--- src/core/mmd_consts.svh ---
// mmd_consts.svh: offsets, field positions and limits of the transfer engine
// assumes: included by bare name from every design file that needs it
`ifndef MMD_CONSTS_SVH
`define MMD_CONSTS_SVH
// register word offsets on the plain register port (address is a word index)
`define MMD_REG_SAR      8'h00
`define MMD_REG_DAR      8'h01
`define MMD_REG_CNT      8'h02
`define MMD_REG_RPT      8'h03
`define MMD_REG_MODE     8'h04
`define MMD_REG_OFS      8'h05
`define MMD_REG_CTRL     8'h06
`define MMD_REG_STAT     8'h07
`define MMD_REG_MASK     8'h08
`define MMD_REG_ISTAT    8'h09
`define MMD_REG_EXTCFG   8'h0A
// channel stride: registers of channel n live at n*stride + offset
`define MMD_CH_STRIDE    8'h10
// mode register fields
`define MMD_MODE_SZ_LO   0
`define MMD_MODE_TM_LO   2
`define MMD_MODE_SM_LO   4
`define MMD_MODE_DM_LO   6
`define MMD_MODE_SEL_LO  8
`define MMD_MODE_EXT_LO  12
`define MMD_MODE_RIE     16
`define MMD_MODE_EIE     17
// control register fields
`define MMD_CTRL_EN      0
`define MMD_CTRL_SWT     1
// status bits of the interrupt status register
`define MMD_IRQ_END      0
`define MMD_IRQ_ESC      1
// address windows
`define MMD_LOW_TOP      32'h0FFF_FFFF
`define MMD_HIGH_BASE    32'hF000_0000
// limits
`define MMD_BLK_MAX      11'h400
`endif

--- src/core/mmd_pkg.sv ---
// mmd_pkg: types shared by the transfer engine files
// assumes: the constants header is included beside it
package mmd_pkg;
  typedef enum logic [1:0] {
    MMD_SZ_8,
    MMD_SZ_16,
    MMD_SZ_32,
    MMD_SZ_RSV
  } mmd_size_t;
  typedef enum logic [1:0] {
    MMD_TM_NORMAL,
    MMD_TM_REPEAT,
    MMD_TM_BLOCK,
    MMD_TM_RSV
  } mmd_tmode_t;
  typedef enum logic [1:0] {
    MMD_AM_FIXED,
    MMD_AM_OFFSET,
    MMD_AM_INC,
    MMD_AM_DEC
  } mmd_amode_t;
  typedef enum logic [1:0] {
    MMD_EX_LOW,
    MMD_EX_FALL,
    MMD_EX_RISE,
    MMD_EX_BOTH
  } mmd_edge_t;
endpackage

--- src/core/mmd_ext_trig.sv ---
// mmd_ext_trig: synchronises external trigger pins and detects their events
// assumes: pins are asynchronous to mclk; one request pulse per edge event, a request every cycle while a low-level pin is low
`timescale 1ns/100ps
`default_nettype none
module mmd_ext_trig
  import mmd_pkg::*;
#(
  parameter int N = 16
) (
  input  wire logic            mclk,
  input  wire logic            rst,
  input  wire logic [N-1:0]    pin,
  input  wire logic [2*N-1:0]  cfg,
  output logic      [N-1:0]    req
);
  typedef struct packed {
    logic [N-1:0] s1;
    logic [N-1:0] s2;
    logic [N-1:0] s3;
    logic [N-1:0] rq;
  } mmd_xt_t;
  mmd_xt_t st;
  mmd_xt_t next_st;
  mmd_edge_t ed [N];

  // ---------------------------------------------------------------
  // event detect
  // ---------------------------------------------------------------
  // s1 is read only by s2; edges are taken between s2 and s3
  always_comb begin
    next_st    = st;
    next_st.s1 = pin;
    next_st.s2 = st.s1;
    next_st.s3 = st.s2;
    for (int i = 0; i < N; i++) begin
      ed[i] = mmd_edge_t'(cfg[2*i +: 2]);
      case (ed[i])
        MMD_EX_LOW:  next_st.rq[i] = ~st.s2[i];
        MMD_EX_FALL: next_st.rq[i] = st.s3[i] & ~st.s2[i];
        MMD_EX_RISE: next_st.rq[i] = ~st.s3[i] & st.s2[i];
        default:     next_st.rq[i] = st.s3[i] ^ st.s2[i];
      endcase
    end
  end

  // state register; idle pins assumed high
  always_ff @(posedge mclk or posedge rst) begin
    if (rst) begin
      st <= '{s1: '1, s2: '1, s3: '1, rq: '0};
    end else begin
      st <= next_st;
    end
  end

  assign req = st.rq;
endmodule
`default_nettype wire

--- src/core/mmd_arb.sv ---
// mmd_arb: fixed priority pick among pending channel requests
// assumes: lowest index wins; grant is combinational
`timescale 1ns/100ps
`default_nettype none
module mmd_arb #(
  parameter int NCH = 4
) (
  input  wire logic [NCH-1:0]          pend,
  output logic                         any,
  output logic [$clog2(NCH)-1:0]       idx
);
  // scan downward so the lowest pending index is left standing
  always_comb begin
    any = |pend;
    idx = '0;
    for (int i = NCH-1; i >= 0; i--) begin
      if (pend[i]) begin
        idx = ($clog2(NCH))'(i);
      end
    end
  end
endmodule
`default_nettype wire

--- src/core/mmd_dma.sv ---
// mmd_dma: multi-channel transfer engine with normal, repeat and block modes
// assumes: single-cycle memory bus (read data in the bus_rd cycle, writes always taken)
//
// Notes on behaviour
// - generated addresses stay in the low or high 256 MB window only.
// - each unit is 8, 16 or 32 bits; every access uses that width.
// - source and destination each: fixed, offset, increment or decrement by unit.
// - offset update only on channel 0; elsewhere it acts as fixed.
// - normal mode: end interrupt when programmed transfer count completes.
// - repeat mode: end interrupt after programmed number of repetitions.
// - block mode: end interrupt after programmed number of blocks.
// - escape interrupt each time one repeat size of data has moved.
// - escape interrupt also when address leaves the extended repeat area.
// - block holds up to 1,024 units; up to 65,536 blocks.
// - trigger pins selectable low level, falling, rising or both edges.
//
// The implementer's own choices: the register addresses and the address-and-strobe port.
`timescale 1ns/100ps
`default_nettype none
`include "mmd_consts.svh"
module mmd_dma
  import mmd_pkg::*;
#(
  parameter int NCH  = 4,
  parameter int NSRC = 16,
  parameter int NEXT = 16
) (
  input  wire logic                 mclk,
  input  wire logic                 rst,
  // register port
  input  wire logic [7:0]           reg_addr,
  input  wire logic [31:0]          reg_wdata,
  input  wire logic                 reg_wr,
  input  wire logic                 reg_rd,
  output logic      [31:0]          reg_rdata,
  // request sources
  input  wire logic [NSRC-1:0]      periph_req,
  input  wire logic [NEXT-1:0]      ext_pin,
  // memory bus
  output logic      [31:0]          bus_addr,
  output logic      [31:0]          bus_wdata,
  output logic      [3:0]           bus_be,
  output logic                      bus_rd,
  output logic                      bus_wr,
  input  wire logic [31:0]          bus_rdata,
  output logic                      irq
);
  localparam int CW = $clog2(NCH);

  typedef struct packed {
    logic [31:0] sar;
    logic [31:0] dar;
    logic [31:0] cnt;    // transfers (normal), repetitions, or blocks
    logic [10:0] rpt;    // repeat / block size in units
    logic [10:0] rleft;  // units left in current repeat area or block
    logic [31:0] sar0;   // start of repeat area, source
    logic [31:0] dar0;
    logic [17:0] mode;
    logic [31:0] ofs;
    logic        en;
    logic        pend;
    logic [1:0]  ist;
    logic [1:0]  imsk;
  } mmd_ch_t;

  typedef enum logic [1:0] {
    ST_IDLE,
    ST_READ,
    ST_WRITE
  } mmd_fsm_t;

  typedef struct packed {
    mmd_ch_t [NCH-1:0] ch;
    mmd_fsm_t          fsm;
    logic [CW-1:0]     cur;
    logic [31:0]       data;
    logic [31:0]       rdata;
    logic [31:0]       baddr;
    logic [31:0]       bwdata;
    logic [3:0]        bbe;
    logic              brd;
    logic              bwr;
    logic [2*NEXT-1:0] extcfg;
    logic [NSRC-1:0]   preq_d;
  } mmd_st_t;

  mmd_st_t st;
  mmd_st_t next_st;

  logic [NEXT-1:0]     ext_req;
  logic [NCH-1:0]      pend_v;
  logic                arb_any;
  logic [CW-1:0]       arb_idx;
  logic [NSRC-1:0]     preq_s1;
  logic [NSRC-1:0]     preq_s2;

  mmd_ext_trig #(.N(NEXT)) u_ext (
    .mclk (mclk),
    .rst  (rst),
    .pin  (ext_pin),
    .cfg  (st.extcfg),
    .req  (ext_req)
  );

  mmd_arb #(.NCH(NCH)) u_arb (
    .pend (pend_v),
    .any  (arb_any),
    .idx  (arb_idx)
  );

  // ---------------------------------------------------------------
  // helpers
  // ---------------------------------------------------------------
  // fold a gap address into the window in the step direction (up: high base, down: low top unit); inside a window keep it
  function automatic logic [31:0] clamp_win(logic [31:0] a, logic up, logic [2:0] sz);
    logic [31:0] r;
    r = a;
    if (a > `MMD_LOW_TOP && a < `MMD_HIGH_BASE) begin
      r = up ? `MMD_HIGH_BASE : `MMD_LOW_TOP - {29'h0, sz} + 32'h1;
    end
    return r;
  endfunction

  function automatic logic [31:0] step(input logic [31:0] a, input logic [1:0] am,
                                       input logic [2:0] sz, input logic [31:0] ofs,
                                       input logic ofs_ok);
    logic [31:0] r;
    r = a;
    case (mmd_amode_t'(am))
      MMD_AM_INC:    r = clamp_win(a + {29'h0, sz}, 1'b1, sz);
      MMD_AM_DEC:    r = clamp_win(a - {29'h0, sz}, 1'b0, sz);
      MMD_AM_OFFSET: r = ofs_ok ? clamp_win(a + ofs, 1'b1, sz) : a;
      default:       r = a;
    endcase
    return r;
  endfunction

  function automatic logic [3:0] lanes(input logic [1:0] sz, input logic [1:0] lo);
    logic [3:0] r;
    case (mmd_size_t'(sz))
      MMD_SZ_8:  r = 4'h1 << lo;
      MMD_SZ_16: r = lo[1] ? 4'hC : 4'h3;
      default:   r = 4'hF;
    endcase
    return r;
  endfunction

  // pending vector for the arbiter
  always_comb begin
    for (int i = 0; i < NCH; i++) begin
      pend_v[i] = st.ch[i].pend & st.ch[i].en;
    end
  end

  // ---------------------------------------------------------------
  // next state
  // ---------------------------------------------------------------
  always_comb begin
    logic [2:0]  usz;
    logic [3:0]  sel;
    logic        hit;
    logic [7:0]  off;
    logic [CW-1:0] ci;
    logic [31:0] nsa;
    logic [31:0] nda;
    logic [31:0] ext_mask;
    logic        last_unit;
    logic        cnt_done;
    usz = 3'h1;
    sel = '0;
    hit = 1'b0;
    off = '0;
    ci  = '0;
    nsa = '0;
    nda = '0;
    ext_mask  = '0;
    last_unit = 1'b0;
    cnt_done  = 1'b0;
    next_st = st;
    next_st.brd = 1'b0;
    next_st.bwr = 1'b0;
    next_st.rdata = '0;
    next_st.preq_d = preq_s2;

    // request capture: peripheral rising edge, external event, software
    for (int i = 0; i < NCH; i++) begin
      sel = st.ch[i].mode[`MMD_MODE_SEL_LO +: 4];
      hit = (st.ch[i].mode[`MMD_MODE_EXT_LO] ? ext_req[sel]
                                             : (preq_s2[sel] & ~st.preq_d[sel]));
      if (hit) begin
        next_st.ch[i].pend = 1'b1;
      end
    end

    // register writes; software trigger sets pending like a hardware request
    if (reg_wr) begin
      ci  = reg_addr[CW+3:4];
      off = {4'h0, reg_addr[3:0]};
      if (reg_addr[7:4] >= 4'(NCH)) begin
        if (reg_addr[3:0] == `MMD_REG_EXTCFG) begin
          next_st.extcfg = reg_wdata[2*NEXT-1:0];
        end
      end else if (off == `MMD_REG_SAR) begin
        next_st.ch[ci].sar  = reg_wdata;
        next_st.ch[ci].sar0 = reg_wdata;
      end else if (off == `MMD_REG_DAR) begin
        next_st.ch[ci].dar  = reg_wdata;
        next_st.ch[ci].dar0 = reg_wdata;
      end else if (off == `MMD_REG_CNT) begin
        next_st.ch[ci].cnt = reg_wdata;
      end else if (off == `MMD_REG_RPT) begin
        next_st.ch[ci].rpt   = (reg_wdata[10:0] > `MMD_BLK_MAX) ? `MMD_BLK_MAX
                                                                  : reg_wdata[10:0];
        next_st.ch[ci].rleft = next_st.ch[ci].rpt;
      end else if (off == `MMD_REG_MODE) begin
        next_st.ch[ci].mode = reg_wdata[17:0];
      end else if (off == `MMD_REG_OFS) begin
        next_st.ch[ci].ofs = reg_wdata;
      end else if (off == `MMD_REG_CTRL) begin
        next_st.ch[ci].en = reg_wdata[`MMD_CTRL_EN];
        if (reg_wdata[`MMD_CTRL_SWT]) begin
          next_st.ch[ci].pend = 1'b1;
        end
      end else if (off == `MMD_REG_MASK) begin
        next_st.ch[ci].imsk = reg_wdata[1:0];
      end else if (off == `MMD_REG_ISTAT) begin
        next_st.ch[ci].ist = st.ch[ci].ist & ~reg_wdata[1:0];
      end
    end

    // register reads, answered the cycle after the strobe
    if (reg_rd) begin
      ci  = reg_addr[CW+3:4];
      off = {4'h0, reg_addr[3:0]};
      if (reg_addr[7:4] >= 4'(NCH)) begin
        next_st.rdata = (reg_addr[3:0] == `MMD_REG_EXTCFG) ? 32'(st.extcfg) : '0;
      end else if (off == `MMD_REG_SAR) begin
        next_st.rdata = st.ch[ci].sar;
      end else if (off == `MMD_REG_DAR) begin
        next_st.rdata = st.ch[ci].dar;
      end else if (off == `MMD_REG_CNT) begin
        next_st.rdata = st.ch[ci].cnt;
      end else if (off == `MMD_REG_RPT) begin
        next_st.rdata = {21'h0, st.ch[ci].rpt};
      end else if (off == `MMD_REG_MODE) begin
        next_st.rdata = {14'h0, st.ch[ci].mode};
      end else if (off == `MMD_REG_OFS) begin
        next_st.rdata = st.ch[ci].ofs;
      end else if (off == `MMD_REG_CTRL) begin
        next_st.rdata = {30'h0, st.ch[ci].pend, st.ch[ci].en};
      end else if (off == `MMD_REG_STAT) begin
        next_st.rdata = {21'h0, st.ch[ci].rleft};
      end else if (off == `MMD_REG_MASK) begin
        next_st.rdata = {30'h0, st.ch[ci].imsk};
      end else if (off == `MMD_REG_ISTAT) begin
        next_st.rdata = {30'h0, st.ch[ci].ist};
      end
    end

    // transfer engine: one unit per grant, read then write
    usz = (st.ch[st.cur].mode[1:0] == 2'(MMD_SZ_8))  ? 3'h1 :
          (st.ch[st.cur].mode[1:0] == 2'(MMD_SZ_16)) ? 3'h2 : 3'h4;
    case (st.fsm)
      ST_IDLE: begin
        if (arb_any) begin
          next_st.cur   = arb_idx;
          next_st.fsm   = ST_READ;
          next_st.brd   = 1'b1;
          next_st.baddr = st.ch[arb_idx].sar;
          next_st.bbe   = lanes(st.ch[arb_idx].mode[1:0], st.ch[arb_idx].sar[1:0]);
        end
      end
      ST_READ: begin
        next_st.data   = bus_rdata;
        next_st.fsm    = ST_WRITE;
        next_st.bwr    = 1'b1;
        next_st.baddr  = st.ch[st.cur].dar;
        next_st.bwdata = bus_rdata;
        next_st.bbe    = lanes(st.ch[st.cur].mode[1:0], st.ch[st.cur].dar[1:0]);
      end
      default: begin
        next_st.fsm = ST_IDLE;
        nsa = step(st.ch[st.cur].sar, st.ch[st.cur].mode[5:4], usz,
                   st.ch[st.cur].ofs, st.cur == '0);
        nda = step(st.ch[st.cur].dar, st.ch[st.cur].mode[7:6], usz,
                   st.ch[st.cur].ofs, st.cur == '0);
        // extended repeat area: a power-of-two window sized by rpt units (rpt times unit size in bytes)
        ext_mask = (32'(st.ch[st.cur].rpt) * 32'(usz)) - 32'h1;
        if (st.ch[st.cur].mode[`MMD_MODE_EIE] &&
            ((nsa & ~ext_mask) != (st.ch[st.cur].sar0 & ~ext_mask))) begin
          next_st.ch[st.cur].ist[`MMD_IRQ_ESC] = 1'b1;
        end
        next_st.ch[st.cur].sar = nsa;
        next_st.ch[st.cur].dar = nda;
        last_unit = (st.ch[st.cur].rleft <= 11'h1);
        next_st.ch[st.cur].rleft = st.ch[st.cur].rleft - 11'h1;
        case (mmd_tmode_t'(st.ch[st.cur].mode[3:2]))
          MMD_TM_NORMAL: begin
            next_st.ch[st.cur].pend = 1'b0;
            next_st.ch[st.cur].cnt  = st.ch[st.cur].cnt - 32'h1;
            cnt_done = (st.ch[st.cur].cnt <= 32'h1);
          end
          MMD_TM_REPEAT: begin
            next_st.ch[st.cur].pend = 1'b0;
            if (last_unit) begin
              next_st.ch[st.cur].rleft = st.ch[st.cur].rpt;
              next_st.ch[st.cur].sar   = st.ch[st.cur].sar0;
              next_st.ch[st.cur].ist[`MMD_IRQ_ESC] = 1'b1;
              next_st.ch[st.cur].cnt = st.ch[st.cur].cnt - 32'h1;
              cnt_done = (st.ch[st.cur].cnt <= 32'h1);
            end
          end
          default: begin
            // a block runs to its end on one request
            if (last_unit) begin
              next_st.ch[st.cur].pend  = 1'b0;
              next_st.ch[st.cur].rleft = st.ch[st.cur].rpt;
              next_st.ch[st.cur].ist[`MMD_IRQ_ESC] = 1'b1;
              next_st.ch[st.cur].cnt = st.ch[st.cur].cnt - 32'h1;
              cnt_done = (st.ch[st.cur].cnt[16:0] <= 17'h1);
            end
          end
        endcase
        if (cnt_done) begin
          next_st.ch[st.cur].en = 1'b0;
          next_st.ch[st.cur].ist[`MMD_IRQ_END] = 1'b1;
        end
      end
    endcase
  end

  // ---------------------------------------------------------------
  // state register and peripheral request synchroniser
  // ---------------------------------------------------------------
  always_ff @(posedge mclk or posedge rst) begin
    if (rst) begin
      st      <= '0;
      preq_s1 <= '0;
      preq_s2 <= '0;
    end else begin
      st      <= next_st;
      preq_s1 <= periph_req;
      preq_s2 <= preq_s1;
    end
  end

  // outputs
  always_comb begin
    irq = 1'b0;
    for (int i = 0; i < NCH; i++) begin
      irq = irq | (|(st.ch[i].ist & st.ch[i].imsk));
    end
  end

  assign reg_rdata = st.rdata;
  assign bus_addr  = st.baddr;
  assign bus_wdata = st.bwdata;
  assign bus_be    = st.bbe;
  assign bus_rd    = st.brd;
  assign bus_wr    = st.bwr;
endmodule
`default_nettype wire

--- config.mk ---
export PLATFORM = sky130hd
export DESIGN_NAME = mmd_dma
export DESIGN_NICKNAME = d
export VERILOG_FILES = /design/src/core/mmd_pkg.sv /design/src/core/mmd_ext_trig.sv /design/src/core/mmd_arb.sv /design/src/core/mmd_dma.sv
export VERILOG_INCLUDE_DIRS = /design/src /design/src/core
export SDC_FILE = /design/constraint.sdc
export NUM_CORES = 2
export LEC_CHECK = 0
export ABC_AREA = 1
export BUFFER_PORTS_ARGS = -buffer_cell sky130_fd_sc_hd__buf_2
export CAP_MARGIN = 20
export CELL_PAD_IN_SITES_DETAIL_PLACEMENT = 1
export CELL_PAD_IN_SITES_GLOBAL_PLACEMENT = 1
export CORE_ASPECT_RATIO = 2
export CORE_MARGIN = 4
export CORE_UTILIZATION = 35
export DETAILED_ROUTE_END_ITERATION = 16
export PLACE_DENSITY = 0.63
export SYNTH_ARGS = -nofsm -noshare
export SYNTH_HDL_FRONTEND = slang
export SYNTH_HIERARCHICAL = 1
export SYNTH_SLANG_ARGS = --single-unit
--- constraint.sdc ---
create_clock -name mclk -period 60.1 [get_ports mclk]
set_clock_uncertainty 0.1 [all_clocks]
set_input_delay 3.005 -clock mclk [delete_from_list [all_inputs] [get_ports mclk]]
set_output_delay 3.005 -clock mclk [all_outputs]
set_load 0.005 [all_outputs]
==> metrics <==
Synth top area share 0.3482; Yosys cell types 87; commonest non-fill, non-tap cell in the layout nand2_1; synth-to-layout area growth 9.932%; RSZ-0062 raised after global routing false; full die area 218500 µm²; Max Cap Viol 0; VDD IR-drop max between 50 and 60 µV; placed cells 12850; total CTS buffers ~110; grt ovf 0; row cnt 238; CTS tree yes; Most used DFF post-synth dfrtp_1; Tmin final 9.846 ns; io pins 211; Mapped Nets 10660; Initial Utilization 0.3512; number of cells on the worst hold path 0; crit end category flop; final setup vio count 0; CP Depth 35; share of post-route cells with drive strength above 1 0.1008; worst path required time 60.65 ns; Worst slew margin 0.1206; crit path max-delay cell type nor2_1; vias per std cell 6.275; CP Buf/Inv Count 4; TritonRoute pass-1 iters 6; CTS sink cnt 1074; Worst-Margin Slew 1.314 ns; first-pass GRT wire length 641500 µm; post-CTS sizing 0; Final Max Tran Viols 0; crit path kind reg2reg; top post-synthesis cells by area dfrtp_1 35%, nand2_1 13%, o21ai_0 8.2%, inv_1 5.4%, nor2_1 4.1%; CP most frequent cell nand2_1; fin worst setup slack ~50 ns; fill count 26280; synthesized netlist cell count between 10000 and 15000; Nets around 10000; EDFF count, synth 0; post-synthesis sequential area ratio 0.3653; drt first-iter violations approximately 7700; Worst setup SP type flop; Die Height 657.1 µm; final wirelength 462400 µm; Post-DP HPWL between 300000 and 400000 µm; Final period util 0.1638; WHS ~0.23 ns; CTS root buffer clkbuf_16; worst r2r path cells 35; clk slew on worst S/H paths 0.07 ns; total track usage 0.4093; cts hold-fix bufs 0; Clock Latency Late Sink about 0.83 ns; FMAX 101.6 MHz; final hold violations 0; RD Place Congestion 1.077; final antenna-violating net count 0; vias in the first global route 84720; setup TNS 0 ns; DRC violations left 0; commonest non-fill, non-tap cells in the layout 2470 x nand2_1, 1210 x o21ai_0, 1055 x inv_1; htree depth 3; dominant cell type by area after synthesis dfrtp_1; outcome complete, no violations; post-route insts no fill between 10000 and 15000; mapped cell area 73730 µm²; min-delay worst type reg2reg; Setup Fix Bufs, Post-CTS 0; critical path arrival between 10 and 15 ns; core region area 209900 µm²; number of buffers added on ports 210; initial antenna violation count 57; fin util 0.3861; mean post-synth cell area 7.094 µm²; Leak Pwr 37.82 nW; DR WL/cell around 35 µm; synthesis warning total 6; chip width ~330 µm; CTS max path bufs 3; CP top delay family simple AND/OR/NAND/NOR gates; slowest stage delay, CP 0.71 ns; PwrDens 62.63 nW/µm²; DR vias 82190; Worst Path Max Fanout 39; ys async rst share 1.000; Synth Register Bits approximately 1100; largest net degree at the start of global routing between 100 and 150; setup slack at placement 50.62 ns
[final timing paths]
kind                             start           to  slack [ns]
setup / recovery               st[182]      st[427]       50.25
hold / removal             preq_s1[14]  preq_s2[14]        0.23
setup reg to reg               st[182]      st[427]       50.25
hold reg to reg            preq_s1[14]  preq_s2[14]        0.23
max in group asynchronous          rst      st[393]       54.38
min in group asynchronous          rst       st[46]        2.23
[synthesized netlist by cell type (22+ instances only)]
| cell type | number |
|---|---|
| o2111ai_1 | 27 |
| inv_1 | 1063 |
| a21oi_1 | 564 |
| clkinv_1 | 31 |
| clkbuf_1 | 462 |
| nor2_2 | 48 |
| nand3_1 | 402 |
| a31oi_1 | 23 |
| nand4_1 | 84 |
| o221ai_1 | 72 |
| or2_2 | 26 |
| nor4_1 | 23 |
| xor2_1 | 121 |
| o21a_1 | 59 |
| nor3_1 | 106 |
| a221oi_1 | 48 |
| buf_1 | 74 |
| buf_6 | 32 |
| o21ai_0 | 1211 |
| nor2_1 | 807 |
| o22ai_1 | 348 |
| nand2_1 | 2472 |
| o21ai_1 | 69 |
| dfstp_2 | 48 |
| nand3b_1 | 29 |
| a21boi_0 | 41 |
| nor2_4 | 26 |
| nand2_2 | 38 |
| buf_4 | 137 |
| a211oi_1 | 60 |
| buf_2 | 46 |
| dfrtp_1 | 1026 |
| ha_1 | 137 |
| inv_2 | 28 |
| o31ai_1 | 22 |
| xnor2_1 | 39 |
| o211ai_1 | 190 |
| a22oi_1 | 126 |
[stage by stage]
| stage | instance area, µm² | power [mW] |
|---|---|---|
| after floorplan | 73730 | 2.925 |
| final | 81060 | 5.077 |
| after global routing | 81000 | 5.309 |
| after detailed placement | 76860 | 4.177 |
| after global placement | 76750 | 4.141 |
| after CTS | 80870 | 4.984 |
[worst reg2reg max path: cells and delay by family (launching register included)]
family                   cells  cell delay, ns
AND/OR/NAND/NOR             25            5.86
buffers and inverters        4            1.37
adder cells (fa/ha/maj)      2            0.77
flip-flops                   1            0.66
AO/OA/AOI/OAI                4            0.89
[cell families after synthesis]
group	synth area share
fa+ha+maj	0.02759
buf+inv	0.1080
simple gates	0.2349
mux	0.0004073
flops	0.3653
compound gates	0.2445
xor+xnor	0.01923
[report_power, final]
part	total, mW	internal (mW)	switching, mW	leakage (nW)
logic	3.21	0.854	2.36	23.2
clock network	0.792	0.438	0.354	1.93
registers	1.07	0.880	0.193	12.7
[registers in the layout, summed over array words and instances (netlist names)]
register,cells
st,876
bus_wr,1
bus_rd,1
reg_rdata,32
bus_wdata,32
u_ext/req,16
bus_be,4
bus_addr,32
preq_s2,16
u_ext/st,16
preq_s1,16
u_ext/next_st,32
[metal layers]
| layer | wire length (µm) | share of wire | vias to the layer above | GRT usage |
|---|---|---|---|---|
| li1 | - | - | 34510 | - |
| met1 | 150900 | 0.33 | 41130 | 0.4096 |
| met2 | 218700 | 0.47 | 4482 | 0.6865 |
| met3 | 33570 | 0.073 | 2046 | 0.08327 |
| met4 | 59020 | 0.13 | 24 | 0.4240 |
| met5 | 150 | 0.00032 | - | 0 |
[area by class of cell]
| class | instances | area, µm² | share of cell area |
|---|---|---|---|
| Multi-Input combinational cell | 7439 | 39160 | 0.4831 |
| Sequential cell | 1074 | 26950 | 0.3325 |
| Inverter | 1124 | 4254 | 0.05248 |
| Tap cell | 2760 | 3453 | 0.04260 |
| Clock buffer | 154 | 3224 | 0.03978 |
| Timing Repair Buffer | 467 | 3164 | 0.03904 |
| Clock inverter | 54 | 784.5 | 0.009679 |
| Antenna cell | 27 | 67.56 | 0.0008336 |
(Power assumes the default switching activity.)
